`src/hw/ive_params.svh`:
```
`ifndef IVE_PARAMS_SVH
`define IVE_PARAMS_SVH
// =========================================================
// address layout
`define IVE_TABLE_SIZE      256
`define IVE_RESET_VEC_LO    22'h000000
`define IVE_RESET_VEC_HI    22'h000001
`define IVE_TOP_VEC_LO      8'h04
`define IVE_TOP_VEC_HI      8'h05
`define IVE_DIV0_VEC_LO     8'h02
`define IVE_DIV0_VEC_HI     8'h03
// =========================================================
// reset values and channel count
`define IVE_CSEG_RST        6'h00
`define IVE_NUM_EXT         8
`endif

```
`src/hw/ive_pkg.sv`:
```
package ive_pkg;
  // =========================================================
  // types
  typedef enum logic [3:0] {
    IVE_BOOT0 = 4'h0,
    IVE_BOOT1 = 4'h1,
    IVE_IDLE  = 4'h3,
    IVE_PUSHL = 4'h2,
    IVE_PUSHH = 4'h6,
    IVE_PUSHC = 4'h7,
    IVE_PUSHF = 4'h5,
    IVE_VECL  = 4'h4,
    IVE_VECH  = 4'hC,
    IVE_POPF  = 4'hD,
    IVE_POPC  = 4'hF,
    IVE_POPH  = 4'hE,
    IVE_POPL  = 4'hA,
    IVE_DONE  = 4'h8
  } ive_state_t;

  typedef struct packed {
    logic        req;
    logic        we;
    logic [21:0] addr;
    logic [7:0]  wdata;
  } ive_mem_t;

  typedef struct packed {
    logic [15:0] pc;
    logic [7:0]  flags;
    logic [5:0]  cseg;
  } ive_ctx_t;
endpackage

```
`src/hw/ive_core.sv`:
```
`timescale 1ns/1ps
`default_nettype none
`include "ive_params.svh"
// Contract
// [RULE1] vector table is first 256 bytes of interrupt segment, 8-bit index
// [RULE2] reset vector read from physical bytes 000000h and 000001h
// [RULE3] top-level vector read from 0004h/0005h of interrupt segment
// [RULE4] peripheral vector: upper bits software base, lower bits hardware source
// [RULE5] one vector register serves several channels via low bits
// [RULE6] divide-by-zero vectors via 0002h/0003h of current code segment
// [RULE7] divide-by-zero trap does not push flags
// [RULE8] one control bit selects whether code segment is saved
// [RULE9] bit clear: push PC and flags, run routine in interrupt segment
// [RULE10] bit clear: routine code confined to one 64K segment
// [RULE11] bit set: push old code segment too, load it from interrupt segment
// [RULE12] bit set: interrupt return also restores code segment
// [RULE13] up to eight external channels, each with programmable edge
// [RULE14] top-level channel from non-maskable pin or timer/watchdog
// [RULE15] entry only when enabled and a request wins priority (divide-by-zero trap and top level enter regardless of the enable)
// [RULE16] entry clears global interrupt enable first
// [RULE17] push order: PC low, PC high, code segment if saved, flags
// [RULE18] then load PC with 16-bit table entry
// [RULE19] return pops flags, code segment, PC high, PC low, re-enables
// [RULE20] fetch address is interrupt segment concatenated with vector
module ive_core
  import ive_pkg::*;
#(
  parameter int NUM_EXT  = `IVE_NUM_EXT,
  parameter int LOW_BITS = 2
) (
  // clock and reset
  input  wire logic                clk_sys,
  input  wire logic                arst_n,
  // external pins and top-level sources
  input  wire logic [NUM_EXT-1:0]  ext_pin,
  input  wire logic [NUM_EXT-1:0]  ext_edge_rising,
  input  wire logic                nmi_pin,
  input  wire logic                wdg_req,
  input  wire logic                top_sel_wdg,
  // peripheral request, already arbitrated
  input  wire logic                per_req,
  input  wire logic [7:0]          peripheral_vector_register,
  input  wire logic [LOW_BITS-1:0] per_src,
  input  wire logic [2:0]          ext_win,
  // core side
  input  wire logic                div0_trap,
  input  wire logic                iret_req,
  input  wire logic                ei_req,
  input  wire logic                save_code_segment_enable,
  input  wire logic [5:0]          interrupt_segment_pointer,
  input  wire logic [15:0]         core_pc,
  input  wire logic [7:0]          cpu_flags_register,
  // memory / stack port
  output ive_mem_t                 mem_o,
  input  wire logic                mem_ack,
  input  wire logic [7:0]          mem_rdata,
  // results
  output ive_ctx_t                 ctx_o,
  output logic                     ctx_load,
  output logic                     global_irq_enable,
  output logic                     use_isp_as_code,
  output logic [NUM_EXT-1:0]       ext_pending,
  output logic                     busy
);
  // =========================================================
  // pin synchronisers and edge detect
  logic [NUM_EXT:0] s1_q, s2_q, s3_q;
  logic [NUM_EXT:0] pin_in;
  assign pin_in = {nmi_pin, ext_pin};
  always_ff @(posedge clk_sys or negedge arst_n) begin
    if (!arst_n) begin
      s1_q <= '0;
      s2_q <= '0;
      s3_q <= '0;
    end else begin
      s1_q <= pin_in;
      s2_q <= s1_q;
      s3_q <= s2_q;
    end
  end

  logic [NUM_EXT-1:0] ext_hit;
  logic [NUM_EXT-1:0] pend_d, pend_q;
  logic               clr_ext;
  genvar g;
  generate
    for (g = 0; g < NUM_EXT; g++) begin : g_ext
      // edge chosen per channel by software
      assign ext_hit[g] = ext_edge_rising[g] ? (s2_q[g] & ~s3_q[g])
                                             : (~s2_q[g] & s3_q[g]); // see [RULE13]
    end
  endgenerate
  logic nmi_hit;
  assign nmi_hit = s2_q[NUM_EXT] & ~s3_q[NUM_EXT];

  // =========================================================
  // pending flags: a new edge wins over the acknowledge clear
  logic top_d, top_q;
  logic clr_top;
  always_comb begin
    pend_d = pend_q;
    if (clr_ext) begin
      pend_d[ext_win] = 1'b0;
    end
    pend_d = pend_d | ext_hit;
    top_d  = top_q;
    if (clr_top) begin
      top_d = 1'b0;
    end
    if (top_sel_wdg ? wdg_req : nmi_hit) begin // see [RULE14]
      top_d = 1'b1;
    end
  end
  always_ff @(posedge clk_sys or negedge arst_n) begin
    if (!arst_n) begin
      pend_q <= '0;
      top_q  <= 1'b0;
    end else begin
      pend_q <= pend_d;
      top_q  <= top_d;
    end
  end

  // =========================================================
  // vector formation
  logic [7:0] per_vec;
  ive_vec_form #(.LOW_BITS(LOW_BITS)) u_vec (
    .base_i (peripheral_vector_register),
    .src_i  (per_src),
    .vec_o  (per_vec)
  );

  // =========================================================
  // entry / exit sequencer
  ive_state_t st_d, st_q;
  ive_mem_t   mem_d, mem_q;
  ive_ctx_t   ctx_d, ctx_q, sav_d, sav_q;
  logic       ien_d, ien_q, ld_d, ld_q, isp_d, isp_q;
  logic       save_d, save_q, trap_d, trap_q;
  logic [21:0] vaddr_d, vaddr_q;
  logic [21:0] sp_d, sp_q;
  logic        go;

  // trap and top level are not gated by the enable; others are
  assign go = div0_trap | top_q | (ien_q & (per_req | pend_q[ext_win])); // see [RULE15]

  always_comb begin
    st_d    = st_q;
    mem_d   = mem_q;
    ctx_d   = ctx_q;
    sav_d   = sav_q;
    ien_d   = ien_q;
    ld_d    = 1'b0;
    isp_d   = isp_q;
    save_d  = save_q;
    trap_d  = trap_q;
    vaddr_d = vaddr_q;
    sp_d    = sp_q;
    clr_ext = 1'b0;
    clr_top = 1'b0;
    case (st_q)
      IVE_BOOT0: begin
        mem_d = '{req: 1'b1, we: 1'b0, addr: `IVE_RESET_VEC_LO, wdata: 8'h00}; // see [RULE2]
        st_d  = IVE_BOOT1;
      end
      IVE_BOOT1: begin
        if (mem_ack && mem_q.addr == `IVE_RESET_VEC_LO) begin
          ctx_d.pc[15:8] = mem_rdata;
          mem_d.addr     = `IVE_RESET_VEC_HI;
        end else if (mem_ack) begin
          ctx_d.pc[7:0] = mem_rdata;
          ctx_d.cseg    = `IVE_CSEG_RST;
          mem_d.req     = 1'b0;
          ld_d          = 1'b1;
          st_d          = IVE_DONE;
        end
      end
      IVE_IDLE: begin
        if (iret_req) begin
          save_d = save_code_segment_enable;
          mem_d  = '{req: 1'b1, we: 1'b0, addr: sp_q, wdata: 8'h00};
          sp_d   = sp_q + 22'd1;
          st_d   = IVE_POPF; // see [RULE19]
        end else if (go) begin
          ien_d  = 1'b0; // see [RULE16]
          save_d = save_code_segment_enable & ~div0_trap; // see [RULE8]
          trap_d = div0_trap;
          sav_d  = '{pc: core_pc, flags: cpu_flags_register, cseg: ctx_q.cseg};
          if (div0_trap) begin
            vaddr_d = {ctx_q.cseg, 8'h00, `IVE_DIV0_VEC_LO}; // see [RULE6]
          end else if (top_q) begin
            clr_top = 1'b1;
            vaddr_d = {interrupt_segment_pointer, 8'h00, `IVE_TOP_VEC_LO}; // see [RULE3]
          end else if (per_req) begin
            vaddr_d = {interrupt_segment_pointer, 8'h00, per_vec}; // see [RULE1] see [RULE20]
          end else begin
            clr_ext = 1'b1;
            vaddr_d = {interrupt_segment_pointer, 8'h00, per_vec[7:4], 1'b0, ext_win};
          end
          sp_d  = sp_q - 22'd1;
          mem_d = '{req: 1'b1, we: 1'b1, addr: sp_q - 22'd1, wdata: core_pc[7:0]}; // see [RULE17]
          st_d  = IVE_PUSHL;
        end
      end
      IVE_PUSHL: if (mem_ack) begin
        sp_d        = sp_q - 22'd1;
        mem_d.addr  = sp_q - 22'd1;
        mem_d.wdata = sav_q.pc[15:8];
        st_d        = IVE_PUSHH;
      end
      IVE_PUSHH: if (mem_ack) begin
        if (save_q) begin
          sp_d        = sp_q - 22'd1;
          mem_d.addr  = sp_q - 22'd1;
          mem_d.wdata = {2'b00, sav_q.cseg}; // see [RULE11]
          st_d        = IVE_PUSHC;
        end else if (trap_q) begin
          mem_d = '{req: 1'b1, we: 1'b0, addr: vaddr_q, wdata: 8'h00}; // see [RULE7]
          st_d  = IVE_VECL;
        end else begin
          sp_d        = sp_q - 22'd1;
          mem_d.addr  = sp_q - 22'd1;
          mem_d.wdata = sav_q.flags; // see [RULE9]
          st_d        = IVE_PUSHF;
        end
      end
      IVE_PUSHC: if (mem_ack) begin
        sp_d        = sp_q - 22'd1;
        mem_d.addr  = sp_q - 22'd1;
        mem_d.wdata = sav_q.flags;
        st_d        = IVE_PUSHF;
      end
      IVE_PUSHF: if (mem_ack) begin
        mem_d = '{req: 1'b1, we: 1'b0, addr: vaddr_q, wdata: 8'h00};
        st_d  = IVE_VECL;
      end
      IVE_VECL: if (mem_ack) begin
        ctx_d.pc[15:8] = mem_rdata; // see [RULE18]
        mem_d.addr     = vaddr_q + 22'd1;
        st_d           = IVE_VECH;
      end
      IVE_VECH: if (mem_ack) begin
        ctx_d.pc[7:0] = mem_rdata;
        ctx_d.flags   = sav_q.flags;
        // without saving, the segment stays; outside a trap the core runs from isp
        ctx_d.cseg = save_q ? interrupt_segment_pointer : sav_q.cseg; // see [RULE11]
        isp_d      = ~save_q & ~trap_q; // see [RULE9] see [RULE10]
        mem_d.req  = 1'b0;
        ld_d       = 1'b1;
        st_d       = IVE_DONE;
      end
      IVE_POPF: if (mem_ack) begin
        ctx_d.flags = mem_rdata;
        mem_d.addr  = sp_q;
        sp_d        = sp_q + 22'd1;
        st_d        = save_q ? IVE_POPC : IVE_POPH;
      end
      IVE_POPC: if (mem_ack) begin
        ctx_d.cseg = mem_rdata[5:0]; // see [RULE12]
        mem_d.addr = sp_q;
        sp_d       = sp_q + 22'd1;
        st_d       = IVE_POPH;
      end
      IVE_POPH: if (mem_ack) begin
        ctx_d.pc[15:8] = mem_rdata;
        mem_d.addr     = sp_q;
        sp_d           = sp_q + 22'd1;
        st_d           = IVE_POPL;
      end
      IVE_POPL: if (mem_ack) begin
        ctx_d.pc[7:0] = mem_rdata;
        mem_d.req     = 1'b0;
        ien_d         = 1'b1; // see [RULE19]
        isp_d         = 1'b0;
        ld_d          = 1'b1;
        st_d          = IVE_DONE;
      end
      IVE_DONE: st_d = IVE_IDLE;
      default: st_d = IVE_IDLE;
    endcase
    if (ei_req && st_q == IVE_IDLE && !go) begin
      ien_d = 1'b1;
    end
  end

  always_ff @(posedge clk_sys or negedge arst_n) begin
    if (!arst_n) begin
      st_q    <= IVE_BOOT0;
      mem_q   <= '0;
      ctx_q   <= '0;
      sav_q   <= '0;
      ien_q   <= 1'b0;
      ld_q    <= 1'b0;
      isp_q   <= 1'b0;
      save_q  <= 1'b0;
      trap_q  <= 1'b0;
      vaddr_q <= '0;
      sp_q    <= '0;
    end else begin
      st_q    <= st_d;
      mem_q   <= mem_d;
      ctx_q   <= ctx_d;
      sav_q   <= sav_d;
      ien_q   <= ien_d;
      ld_q    <= ld_d;
      isp_q   <= isp_d;
      save_q  <= save_d;
      trap_q  <= trap_d;
      vaddr_q <= vaddr_d;
      sp_q    <= sp_d;
    end
  end

  // =========================================================
  // outputs, all from flops
  logic busy_q;
  always_ff @(posedge clk_sys or negedge arst_n) begin
    if (!arst_n) begin
      busy_q <= 1'b1;
    end else begin
      busy_q <= (st_d != IVE_IDLE);
    end
  end
  assign mem_o             = mem_q;
  assign ctx_o             = ctx_q;
  assign ctx_load          = ld_q;
  assign global_irq_enable = ien_q;
  assign use_isp_as_code   = isp_q;
  assign ext_pending       = pend_q;
  assign busy              = busy_q;
endmodule
`default_nettype wire

```
`src/hw/ive_vec_form.sv`:
```
`timescale 1ns/1ps
`default_nettype none
// =========================================================
// forms one peripheral vector from base field and source bits
module ive_vec_form #(
  parameter int LOW_BITS = 2
) (
  // base and source
  input  wire logic [7:0]          base_i,
  input  wire logic [LOW_BITS-1:0] src_i,
  // vector
  output logic [7:0]               vec_o
);
  // software owns the upper bits, hardware the lower ones
  assign vec_o = {base_i[7:LOW_BITS], src_i}; // see [RULE4] see [RULE5]
endmodule
`default_nettype wire
```
`config.mk`:
```
export PLATFORM = sky130hd
export DESIGN_NAME = ive_core
export DESIGN_NICKNAME = d
export VERILOG_FILES = /design/src/hw/ive_pkg.sv /design/src/hw/ive_core.sv /design/src/hw/ive_vec_form.sv
export VERILOG_INCLUDE_DIRS = /design/src /design/src/hw
export SDC_FILE = /design/constraint.sdc
export NUM_CORES = 1
export LEC_CHECK = 0
export BUFFER_PORTS_ARGS = -buffer_cell sky130_fd_sc_hd__buf_4
export CAP_MARGIN = 20
export CORE_ASPECT_RATIO = 1.25
export CORE_UTILIZATION = 30
export DETAILED_ROUTE_END_ITERATION = 6
export PLACE_DENSITY_LB_ADDON = 0.2
export SETUP_SLACK_MARGIN = 0.4
export SLEW_MARGIN = 30
export SYNTH_ARGS = -nofsm -noshare
export SYNTH_HDL_FRONTEND = slang
export SYNTH_SLANG_ARGS = --single-unit
```
`constraint.sdc`:
```
create_clock -name clk_sys -period 2.7 [get_ports clk_sys]
set_clock_uncertainty 0.15 [all_clocks]
set_input_delay 0.54 -clock clk_sys [delete_from_list [all_inputs] [get_ports clk_sys]]
set_output_delay 0.54 -clock clk_sys [all_outputs]
set_load 0.05 [all_outputs]
```
==> results of run 1 <==
## per-stage QoR
step / area (µm²) / power, W
6_report: 12900 / 0.0155
2_1_floorplan: 8980 / 0.00875
5_1_grt: 12900 / 0.0164
3_5_place_dp: 11300 / 0.0117
3_3_place_gp: 11300 / 0.0117
4_1_cts: 12400 / 0.0151
## repair_timing
item | CTS | global route
pin swaps | 13 | 38
buffers inserted | 7 | 10
cloned | 1 | 3
hold buffers | 1 | 0
setup endpoints to repair | 76 | 82
endpoints found under the hold margin | 46 | 0
gates resized for setup | 91 | 106
## path summary, 6_finish.rpt
| check | slack [ns] | cells after the start | endpoint | from |
|---|---|---|---|---|
| setup / recovery | -0.05 | 7 | sp_q[17] | sp_q[10] |
| hold / removal | 0.06 | 1 | s1_q[3] | ext_pin[3] |
| setup reg to reg | -0.05 | 7 | sp_q[17] | sp_q[10] |
| hold reg to reg | 0.19 | 0 | s2_q[6] | s1_q[6] |
| max in group asynchronous | 1.18 | 3 | busy | arst_n |
| min in group asynchronous | 0.47 | 2 | mem_o[14] | arst_n |
## flip-flops by register name (all words and copies together), names as in the netlist, 9 cells and up
name	count
ctx_o	30
mem_o	32
s1_q	9
s2_q	9
s3_q	9
sav_q	22
sp_q	22
vaddr_q	14
## power groups by stage
stage               logic (W)  clock network [W]  registers, W
floorplan             0.00340                  0       0.00536
global placement      0.00749                  0       0.00421
detailed placement    0.00750                  0       0.00423
CTS                   0.00814            0.00276       0.00425
global route          0.00916            0.00284       0.00439
finish                0.00858            0.00269       0.00427
## cell usage after synthesis (all sizes together), types with 10 or more instances
library cell | n | area share (%)
o21ai | 69 | 3.9
nand3b | 10 | 0.86
xor2 | 10 | 1.0
a22oi | 19 | 1.6
mux2i | 25 | 2.9
clkbuf | 53 | 2.3
dfrtp | 165 | 47
inv | 12 | 0.51
a31oi | 21 | 1.5
xnor2 | 15 | 1.5
nand3 | 37 | 2.1
and3 | 10 | 0.74
nand2b | 10 | 0.71
nand2 | 158 | 6.8
mux2 | 34 | 4.4
a21oi | 42 | 2.4
nor2 | 60 | 2.6
nor3 | 21 | 1.3
buf | 11 | 0.71
nor4 | 13 | 0.93
or3b | 11 | 1.1
## per-layer routing
metal	share of wire [%]	vias to the layer above	wire length [µm]	track usage (%)
li1	-	3899	-	-
met1	40	4041	12300	23.9
met2	51	239	15500	36.1
met3	5.6	51	1720	4.63
met4	3.0	0	913	8.87
met5	0	-	0	0
## final cells by class
class                   instances  area [µm²]  area share [%]
multi-input cells             704        5170            40.0
flip-flops and latches        166        4180            32.3
repair buffers                279        2390            18.5
well taps                     390         488            3.78
clock buffers                  19         453            3.50
clock inverters                12         190            1.47
inverters                      14        52.6           0.407
## worst max-delay path, delay by kind of cell, from the launching register on
kind / cells / cell delay [ns]
simple gates: 4 / 1.75
buf+inv: 1 / 0.14
compound gates: 2 / 0.26
flops: 1 / 0.38
## cell families after synthesis
logic type | Yosys count | synth area share [%]
buffers and inverters | 78 | 3.58
muxes | 59 | 7.22
AOI/OAI and AO/OA | 230 | 16.9
adders and majority gates | 6 | 0.827
xor gates and xnor gates | 25 | 2.50
and+or+nand+nor | 384 | 21.6
DFF | 166 | 47.4
==> qor.txt, run 1 <==
Sequential area share after synthesis -> 47.4%
Final min period -> 2.75 ns
Setup crit start kind -> flop
CTS H-tree lvls -> 4
DRC Markers -> 0
Mean routed wirelength per cell -> 19.3 µm
Setup tns final -> -0.0455 ns
Ant. Diodes -> 0
TritonCTS clock tree -> built
Final setup margin -> -0.0455 ns
Max-slew violation count -> 0
Max-cap violations -> 0
Synth Net Count -> 1031
Clock sinks -> 166
Total gr overflow -> 0
Worst hold margin -> 0.0558 ns
Average via count per standard cell -> 5.20
Post-synth EDFFs -> 0
#FFs+latches synth -> 166
Area of the core -> 28600 µm²
Clock power frac -> 17.3%
Slowest CP cell -> or4_4
Final setup viols -> 1
Fmax -> 364 MHz
Post-layout util -> 45.2%
Final Non-Filler Cells -> 1584
Initial Util -> 30.7%
Power per standard cell area -> 1200 nW/µm²
First-pass GRT wire length -> 46700 µm
Antenna-violating nets left -> 0
Cell repeated most along the worst path -> or4_4
Num CTS Buffers -> 17
Clock Tree Buf Depth -> 2
1st-pass router iterations -> 5
Synth warn -> 0
Post-synth ARST share -> 100%
Syn_area_per_cell -> 9.25 µm²
Fillcell total -> 2753
Logic pwr share -> 55.2%
Final period utilization -> 102%
Via Count -> 8230
Slowest stage delay, CP -> 0.55 ns
Worst-Margin Slew -> 0.685 ns
Initial drt markers -> 495
Layout cell share with drive strength beyond 1 -> 42.5%
Sw Ratio -> 44.9%
Largest fanout on the critical path -> 4
Buffers on Ports -> 149
Clock transition at path regs -> 0.07 ns
Crit Path Category -> reg2reg
Slew margin rel. -> 54.1%
Critical path endpoint category -> flop
HPWL Detailed -> 22100 µm
Final hold viol count -> 0
Largest net degree at the start of global routing -> 52
Setup WS pre-CTS -> -0.0425 ns
Layout Nets -> 1265
Die H -> 193 µm
Crit path cell chain -> or4_4 > or2_4 > or4_4 > buf_6 > or4_4 > o311ai_4 > a22o_1
DIE WIDTH -> 155 µm
Internal power -> 0.00857 W
Seq pwr share -> 27.5%
WL final -> 30500 µm
Synth unique cells -> 74
Total track usage -> 20.5%
CP Data Arrival Time -> 2.97 ns
Required @ worst endpoint -> 2.92 ns
Status -> finished, violations left
Most common cell after layout, fill and taps aside -> buf_4
Main synth FF type -> dfrtp_1
Row cnt -> 69
Sw power -> 0.00697 W
Syn-to-layout area delta -> 47.4%
Dpl cells -> 1531
Max rail drop VDD -> 0.779 mV
Die ar. -> 29900 µm²
Leak -> 5.84 nW
Initial antenna violation count -> 0
Vias in the first global route -> 8236
Synthesized cell area -> 8770 µm²
Worst skew pair latency -> 0.44 ns
Most frequent cells in the layout -> 243 x buf_4, 145 x dfrtp_1, 123 x nand2_1, 57 x o21ai_0, 41 x nor2_1
CTS Root Cell -> clkbuf_16
Violated checks -> setup timing
RSZ-0062 raised after global routing -> yes
Num ports -> 152
Worst Hold Class -> in2reg
Mapped Cells -> 948
Placer Congestion -> 0.970
(Power assumes the default switching activity.)
==> run 2: changes to the inputs <==
Settings changed: CORE_UTILIZATION 30 to 51, SETUP_SLACK_MARGIN 0.4 to not set.
==> qor.txt, run 2 (synthesis gave the netlist of run 1 again) <==
Status -> finished, violations left
Violated checks -> setup timing
Cell repeated most along the worst path -> or4_4
CTS Root Cell -> clkbuf_16
Worst Hold Class -> in2reg
Ant. Diodes -> 0 (unchanged)
Final setup viols -> 1 (unchanged)
Final hold viol count -> 0 (unchanged)
Vias in the first global route -> 8070 (-2.0%)
Largest fanout on the critical path -> 5 (+1)
Fmax -> 365 MHz (+0.30%)
Die ar. -> 17700 µm² (-41%)
Post-CTS setup buffers -> 0 (-7)
First-pass GRT wire length -> 43300 µm (-7.2%)
Clock transition at path regs -> 0.07 ns (about the same)
Final period utilization -> 101% (-0.30 points)
Die H -> 149 µm (-23%)
Most common cell after layout, fill and taps aside -> buf_4
Max-cap violations -> 0 (unchanged)
Power per standard cell area -> 1220 nW/µm² (+1.5%)
Final min period -> 2.74 ns (-0.00817 ns)
Final Power -> 0.0140 W (-10%)
Layout cell share with drive strength beyond 1 -> 29.8% (-13 points)
Layout Nets -> 1235 (-2.4%)
Initial antenna violation count -> 0 (unchanged)
Num ports -> 152 (unchanged)
FF/Latch Area -> 4160 µm² (-0.60%)
Total gr overflow -> 0 (unchanged)
Clock Tree Buf Depth -> 2 (unchanged)
DRC Markers -> 0 (unchanged)
Area of the core -> 16800 µm² (-41%)
Initial drt markers -> 673 (+36%)
Worst skew pair latency -> 0.43 ns (about the same)
Critical path endpoint category -> flop
Max rail drop VDD -> 0.863 mV (+11%)
Post-layout util -> 68.0% (+23 points)
Crit path cell chain -> or4_4 > or2_4 > or4_4 > o21a_1 > a221o_1 > a22o_1
Final setup margin -> -0.0373 ns (+0.00817 ns)
CP startpoint -> sp_q[10]
Multi-input logic area -> 4370 µm² (-15%)
Total track usage -> 32.0% (+12 points)
Clock sinks -> 166 (unchanged)
TritonCTS clock tree -> built
Fillcell total -> 1384 (-50%)
CTS H-tree lvls -> 4 (unchanged)
Setup crit start kind -> flop
Crit Path Category -> reg2reg
DIE WIDTH -> 119 µm (-23%)
1st-pass router iterations -> 5 (unchanged)
Antenna-violating nets left -> 0 (unchanged)
Worst-Margin Slew -> 1.05 ns (+0.366 ns)
Row cnt -> 53 (-23%)
Largest net degree at the start of global routing -> 49 (-5.8%)
Leak -> 5.30 nW (-9.2%)
Max-slew violation count -> 0 (unchanged)
FF-to-FF Start -> sp_q[10]
Slew margin rel. -> 29.4% (-25 points)
HPWL Detailed -> 20400 µm (-7.7%)
Most frequent cells in the layout -> 240 x buf_4, 165 x dfrtp_1, 158 x nand2_1, 66 x o21ai_0, 60 x nor2_1
Slowest stage delay, CP -> 0.57 ns (+0.02 ns)
Initial Util -> 52.1% (+21 points)
RSZ-0062 raised after global routing -> yes
Average via count per standard cell -> 5.94 (+14%)
Hold Startpoint -> ext_pin[1]
Buffers on Ports -> 149 (unchanged)
Num CTS Buffers -> 17 (unchanged)
Required @ worst endpoint -> 2.86 ns (-0.06 ns)
Syn-to-layout area delta -> 30.6%
CP Data Arrival Time -> 2.89 ns (-0.08 ns)
Slowest CP cell -> or4_4
Number of flip-flops under the largest register name -> 32 (unchanged)
WL final -> 27400 µm (-10%)
Mean routed wirelength per cell -> 19.8 µm (+2.9%)
Via Count -> 8215 (-0.18%)
Placer Congestion -> 0.979 (+0.86%)
==> run 2: cell type report <==
class | instances | area share, %
clock inverter | 14 | 1.84
clock buffer | 17 | 3.72
sequential | 166 | 36.3
timing repair buffer | 249 | 17.1
tap | 220 | 2.40
multi-input combinational | 704 | 38.2
inverter | 14 | 0.459
==> run 2: metal layers <==
layer	GRT usage (%)	wire length, µm	vias up
met5	0	0	-
met4	15.2	1100	0
met3	6.63	1620	67
met2	55.6	14000	290
met1	37.8	10700	4013
li1	-	-	3845
==> run 2: what timing repair did <==
action,in CTS,in global routing
pin swaps,0,2
hold buffers,1,0
gates resized for setup,0,8
gates cloned,0,0
endpoints found under the setup margin,1,17
endpoints found under the hold margin,39,0
==> run 2: worst paths after layout <==
| kind | to | slack [ns] | cells past startpoint |
|---|---|---|---|
| max in group asynchronous | sav_q[6] | 1.25 | 3 |
| worst max register to register | sp_q[17] | -0.04 | 6 |
| worst min-delay path | s1_q[1] | 0.06 | 1 |
| worst max-delay path | sp_q[17] | -0.04 | 6 |
| min in group asynchronous | sp_q[4] | 0.48 | 2 |
| worst min register to register | s2_q[3] | 0.20 | 0 |
==> run 2: metrics by stage <==
stage	cells	cell area (µm²)	setup slack (ns)	hold WS, ns	setup TNS, ns
floorplan	948	8780	-0.00947	0.0944	-0.00947
global placement	1352	10800	-0.129	0.181	-2.24
detailed placement	1352	10800	-0.151	0.185	-2.80
CTS	1384	11400	-0.0268	0.0476	-0.0268
global route	1384	11500	-0.0828	0.0381	-0.116
finish	1384	11500	-0.0373	0.0596	-0.0373
==> run 2: worst max-delay path, delay by kind of cell (launching register included) <==
kind | cells | cell delay (ns)
AOI/OAI and AO/OA | 3 | 0.73
DFF | 1 | 0.40
and+or+nand+nor | 3 | 1.34
==> run 2: report_power, final <==
part / internal, W / switching (W) / total, W
logic: 0.00274 / 0.00447 / 0.00721
clock network: 0.00150 / 0.00112 / 0.00263
registers: 0.00334 / 0.000807 / 0.00414
==> run 3: changes to the inputs <==
Settings changed: CORE_UTILIZATION 51 to 60.
Clock period 2.7 ns to 3.47 ns, I/O delays scaled along.
==> qor.txt, run 3 (synthesis gave the netlist of run 1 again) <==
Status -> finished, violations left
Violated checks -> DRC
Number of flip-flops under the largest register name -> 32 (unchanged)
Dpl cells -> 1247 (-7.8%)
Total gr overflow -> 0 (unchanged)
HPWL Detailed -> 18800 µm (-7.6%)
FF-to-FF setup slack -> 0.34 ns (+0.38 ns)
Die ar. -> 15100 µm² (-15%)
Logic pwr share -> 48.6% (-3.0 points)
Highest Signal Layer -> met4
Worst-Margin Slew -> 0.693 ns (-0.358 ns)
Die H -> 137 µm (-7.7%)
Row cnt -> 49 (-7.5%)
Total track usage -> 35.6% (+3.6 points)
Sw power -> 0.00488 W (-24%)
Internal power -> 0.00534 W (-30%)
Final period utilization -> 90.1% (-11 points)
Slowest CP cell -> nor3_1
Syn-to-layout area delta -> 22.7%
Mean routed wirelength per cell -> 20.3 µm (+2.4%)
Reg2reg path depth -> 8 (+2)
FF-to-FF Start -> sp_q[0]
Required @ worst endpoint -> 3.68 ns (+0.82 ns)
Final hold viol count -> 0 (unchanged)
Fmax -> 320 MHz (-12%)
Critical path endpoint category -> flop
Via Count -> 8061 (-1.9%)
Met3 routed WL -> 1650 µm (+1.9%)
DIE WIDTH -> 110 µm (-7.7%)
Worst Hold Class -> in2async
Layout cell share with drive strength beyond 1 -> 25.3% (-4.5 points)
Delay-heaviest family, CP -> simple AND/OR/NAND/NOR gates
Crit path cell chain -> inv_1 > ha_1 > or3b_2 > nor3_1 > nand3_1 > nor4_1 > a21oi_1 > a31oi_1
Num CTS Buffers -> 17 (unchanged)
Seq pwr share -> 33.0% (+3.4 points)
Antenna-violating nets left -> 0 (unchanged)
Clock power frac -> 18.4% (-0.4 points)
Final setup viols -> 0 (-1)
Setup crit start kind -> flop
WL final -> 25900 µm (-5.4%)
Ant. Diodes -> 0 (unchanged)
CTS Root Cell -> clkbuf_16
1st-pass router iterations -> 7 (+2)
TritonCTS clock tree -> built
Most common cell after layout, fill and taps aside -> buf_4
Sw Ratio -> 47.7% (+2.0 points)
Metal1 wirelength -> 9570 µm (-11%)
Vias in the first global route -> 7992 (-0.97%)
Placer Congestion -> 0.930 (-4.9%)
CP Data Arrival Time -> 3.33 ns (+0.44 ns)
Average via count per standard cell -> 6.30 (+6.2%)
Worst skew pair latency -> 0.44 ns (about the same)
Leak -> 4.93 nW (-7.0%)
Slowest stage delay, CP -> 0.55 ns (-0.02 ns)
Final Non-Filler Cells -> 1279 (-7.6%)
Area of the core -> 14300 µm² (-15%)
Post-CTS setup buffers -> 0 (unchanged)
Largest fanout on the critical path -> 7 (+2)
Most frequent cells in the layout -> 182 x buf_4, 165 x dfrtp_1, 158 x nand2_1, 66 x o21ai_0, 60 x nor2_1
Num ports -> 152 (unchanged)
Max rail drop VDD -> 0.783 mV (-9.3%)
Layout Nets -> 1171 (-5.2%)
Max-slew violation count -> 0 (unchanged)
Setup tns final -> 0 ns (+0.0373 ns)
Worst R2R End -> mem_o[28]
Clock Tree Buf Depth -> 2 (unchanged)
DRC Markers -> 13 (+13)
Largest net degree at the start of global routing -> 73 (+49%)
CTS H-tree lvls -> 4 (unchanged)
CTS hold repair buffers -> 0 (-1)
Initial drt markers -> 659 (-2.1%)
Slew margin rel. -> 53.4% (+24 points)
Buffers on Ports -> 149 (unchanged)
Clock transition at path regs -> 0.07 ns (about the same)
Max-cap violations -> 0 (unchanged)
Worst path bufs/invs -> 1 (+1)
Initial antenna violation count -> 0 (unchanged)
Power per standard cell area -> 949 nW/µm² (-22%)
Clock sinks -> 166 (unchanged)
DR WL met2 -> 13200 µm (-5.6%)
Final min period -> 3.13 ns (+0.388 ns)
Crit Path Category -> reg2reg
RSZ-0062 raised after global routing -> no
First-pass GRT wire length -> 40300 µm (-6.9%)
Initial Util -> 61.1% (+9.1 points)
Post-CTS resize count -> 0 (unchanged)
-- run 3: cell types whose count changed in the layout (fill, tap and decap cells not counted), moves of 2 or more --
cell       previous run  this run
buf_12                7         2
o311ai_1              2         0
nor4_1               11        13
o311ai_0              1         3
bufinv_16             3         0
nor4_2                2         0
inv_6                 4         2
inv_8                 4         6
buf_4               240       182
-- run 3: metrics by stage --
stage | instance area (µm²) | hold slack (ns) | power, W | utilization [%] | setup WS [ns]
5_1_grt | 10800 | 0.178 | 0.0107 | 75.0 | 0.194
6_report | 10800 | 0.119 | 0.0102 | 75.0 | 0.344
3_3_place_gp | 10200 | 0.181 | 0.00817 | 70.9 | 0.356
4_1_cts | 10800 | 0.151 | 0.0102 | 75.0 | 0.444
2_1_floorplan | 8770 | 0.181 | 0.00660 | - | 0.523
3_5_place_dp | 10200 | 0.186 | 0.00826 | 70.9 | 0.328
-- run 3: routing by layer --
| layer | track usage (%) | up-vias |
|---|---|---|
| met3 | 7.38 | 113 |
| met2 | 59.9 | 353 |
| met5 | 0 | - |
| met4 | 24.5 | 0 |
| li1 | - | 3719 |
| met1 | 40.1 | 3876 |
-- run 3: layout make-up --
class | count | area, µm²
Multi-Input combinational cell | 704 | 4330
Sequential cell | 166 | 4160
Fill cell | 1055 | 3580
Timing Repair Buffer | 185 | 1420
Clock buffer | 18 | 429
Tap cell | 178 | 223
Clock inverter | 14 | 158
Inverter | 14 | 52.6
-- run 3: worst max-delay path by stage --
stage	start	to	slack, ns	cells past startpoint
final	sp_q[0]	mem_o[28]	0.34	8
after global routing	sp_q[0]	mem_o[28]	0.19	8
after global placement	ext_win[1]	sp_q[19]	0.36	8
after floorplan	ext_win[1]	mem_o[0]	0.52	7
after detailed placement	ext_win[1]	sp_q[19]	0.33	8
after CTS	sp_q[0]	mem_o[28]	0.44	8
-- run 3: worst reg2reg max path: stages (launching register included) --
cell and delay (ns):
dfrtp_1 0.47, inv_1 0.19, ha_1 0.29, or3b_2 0.52, nor3_1 0.55, nand3_1 0.32, nor4_1 0.27, a21oi_1 0.10
a31oi_1 0.17
-- run 3: power groups by stage --
stage                     Combinational, W  Clock [W]  Sequential, W
after global routing               0.00531    0.00196        0.00346
after CTS                          0.00492    0.00189        0.00334
final                              0.00497    0.00188        0.00337
after global placement             0.00483          0        0.00335
after detailed placement           0.00489          0        0.00337
after floorplan                    0.00245          0        0.00414
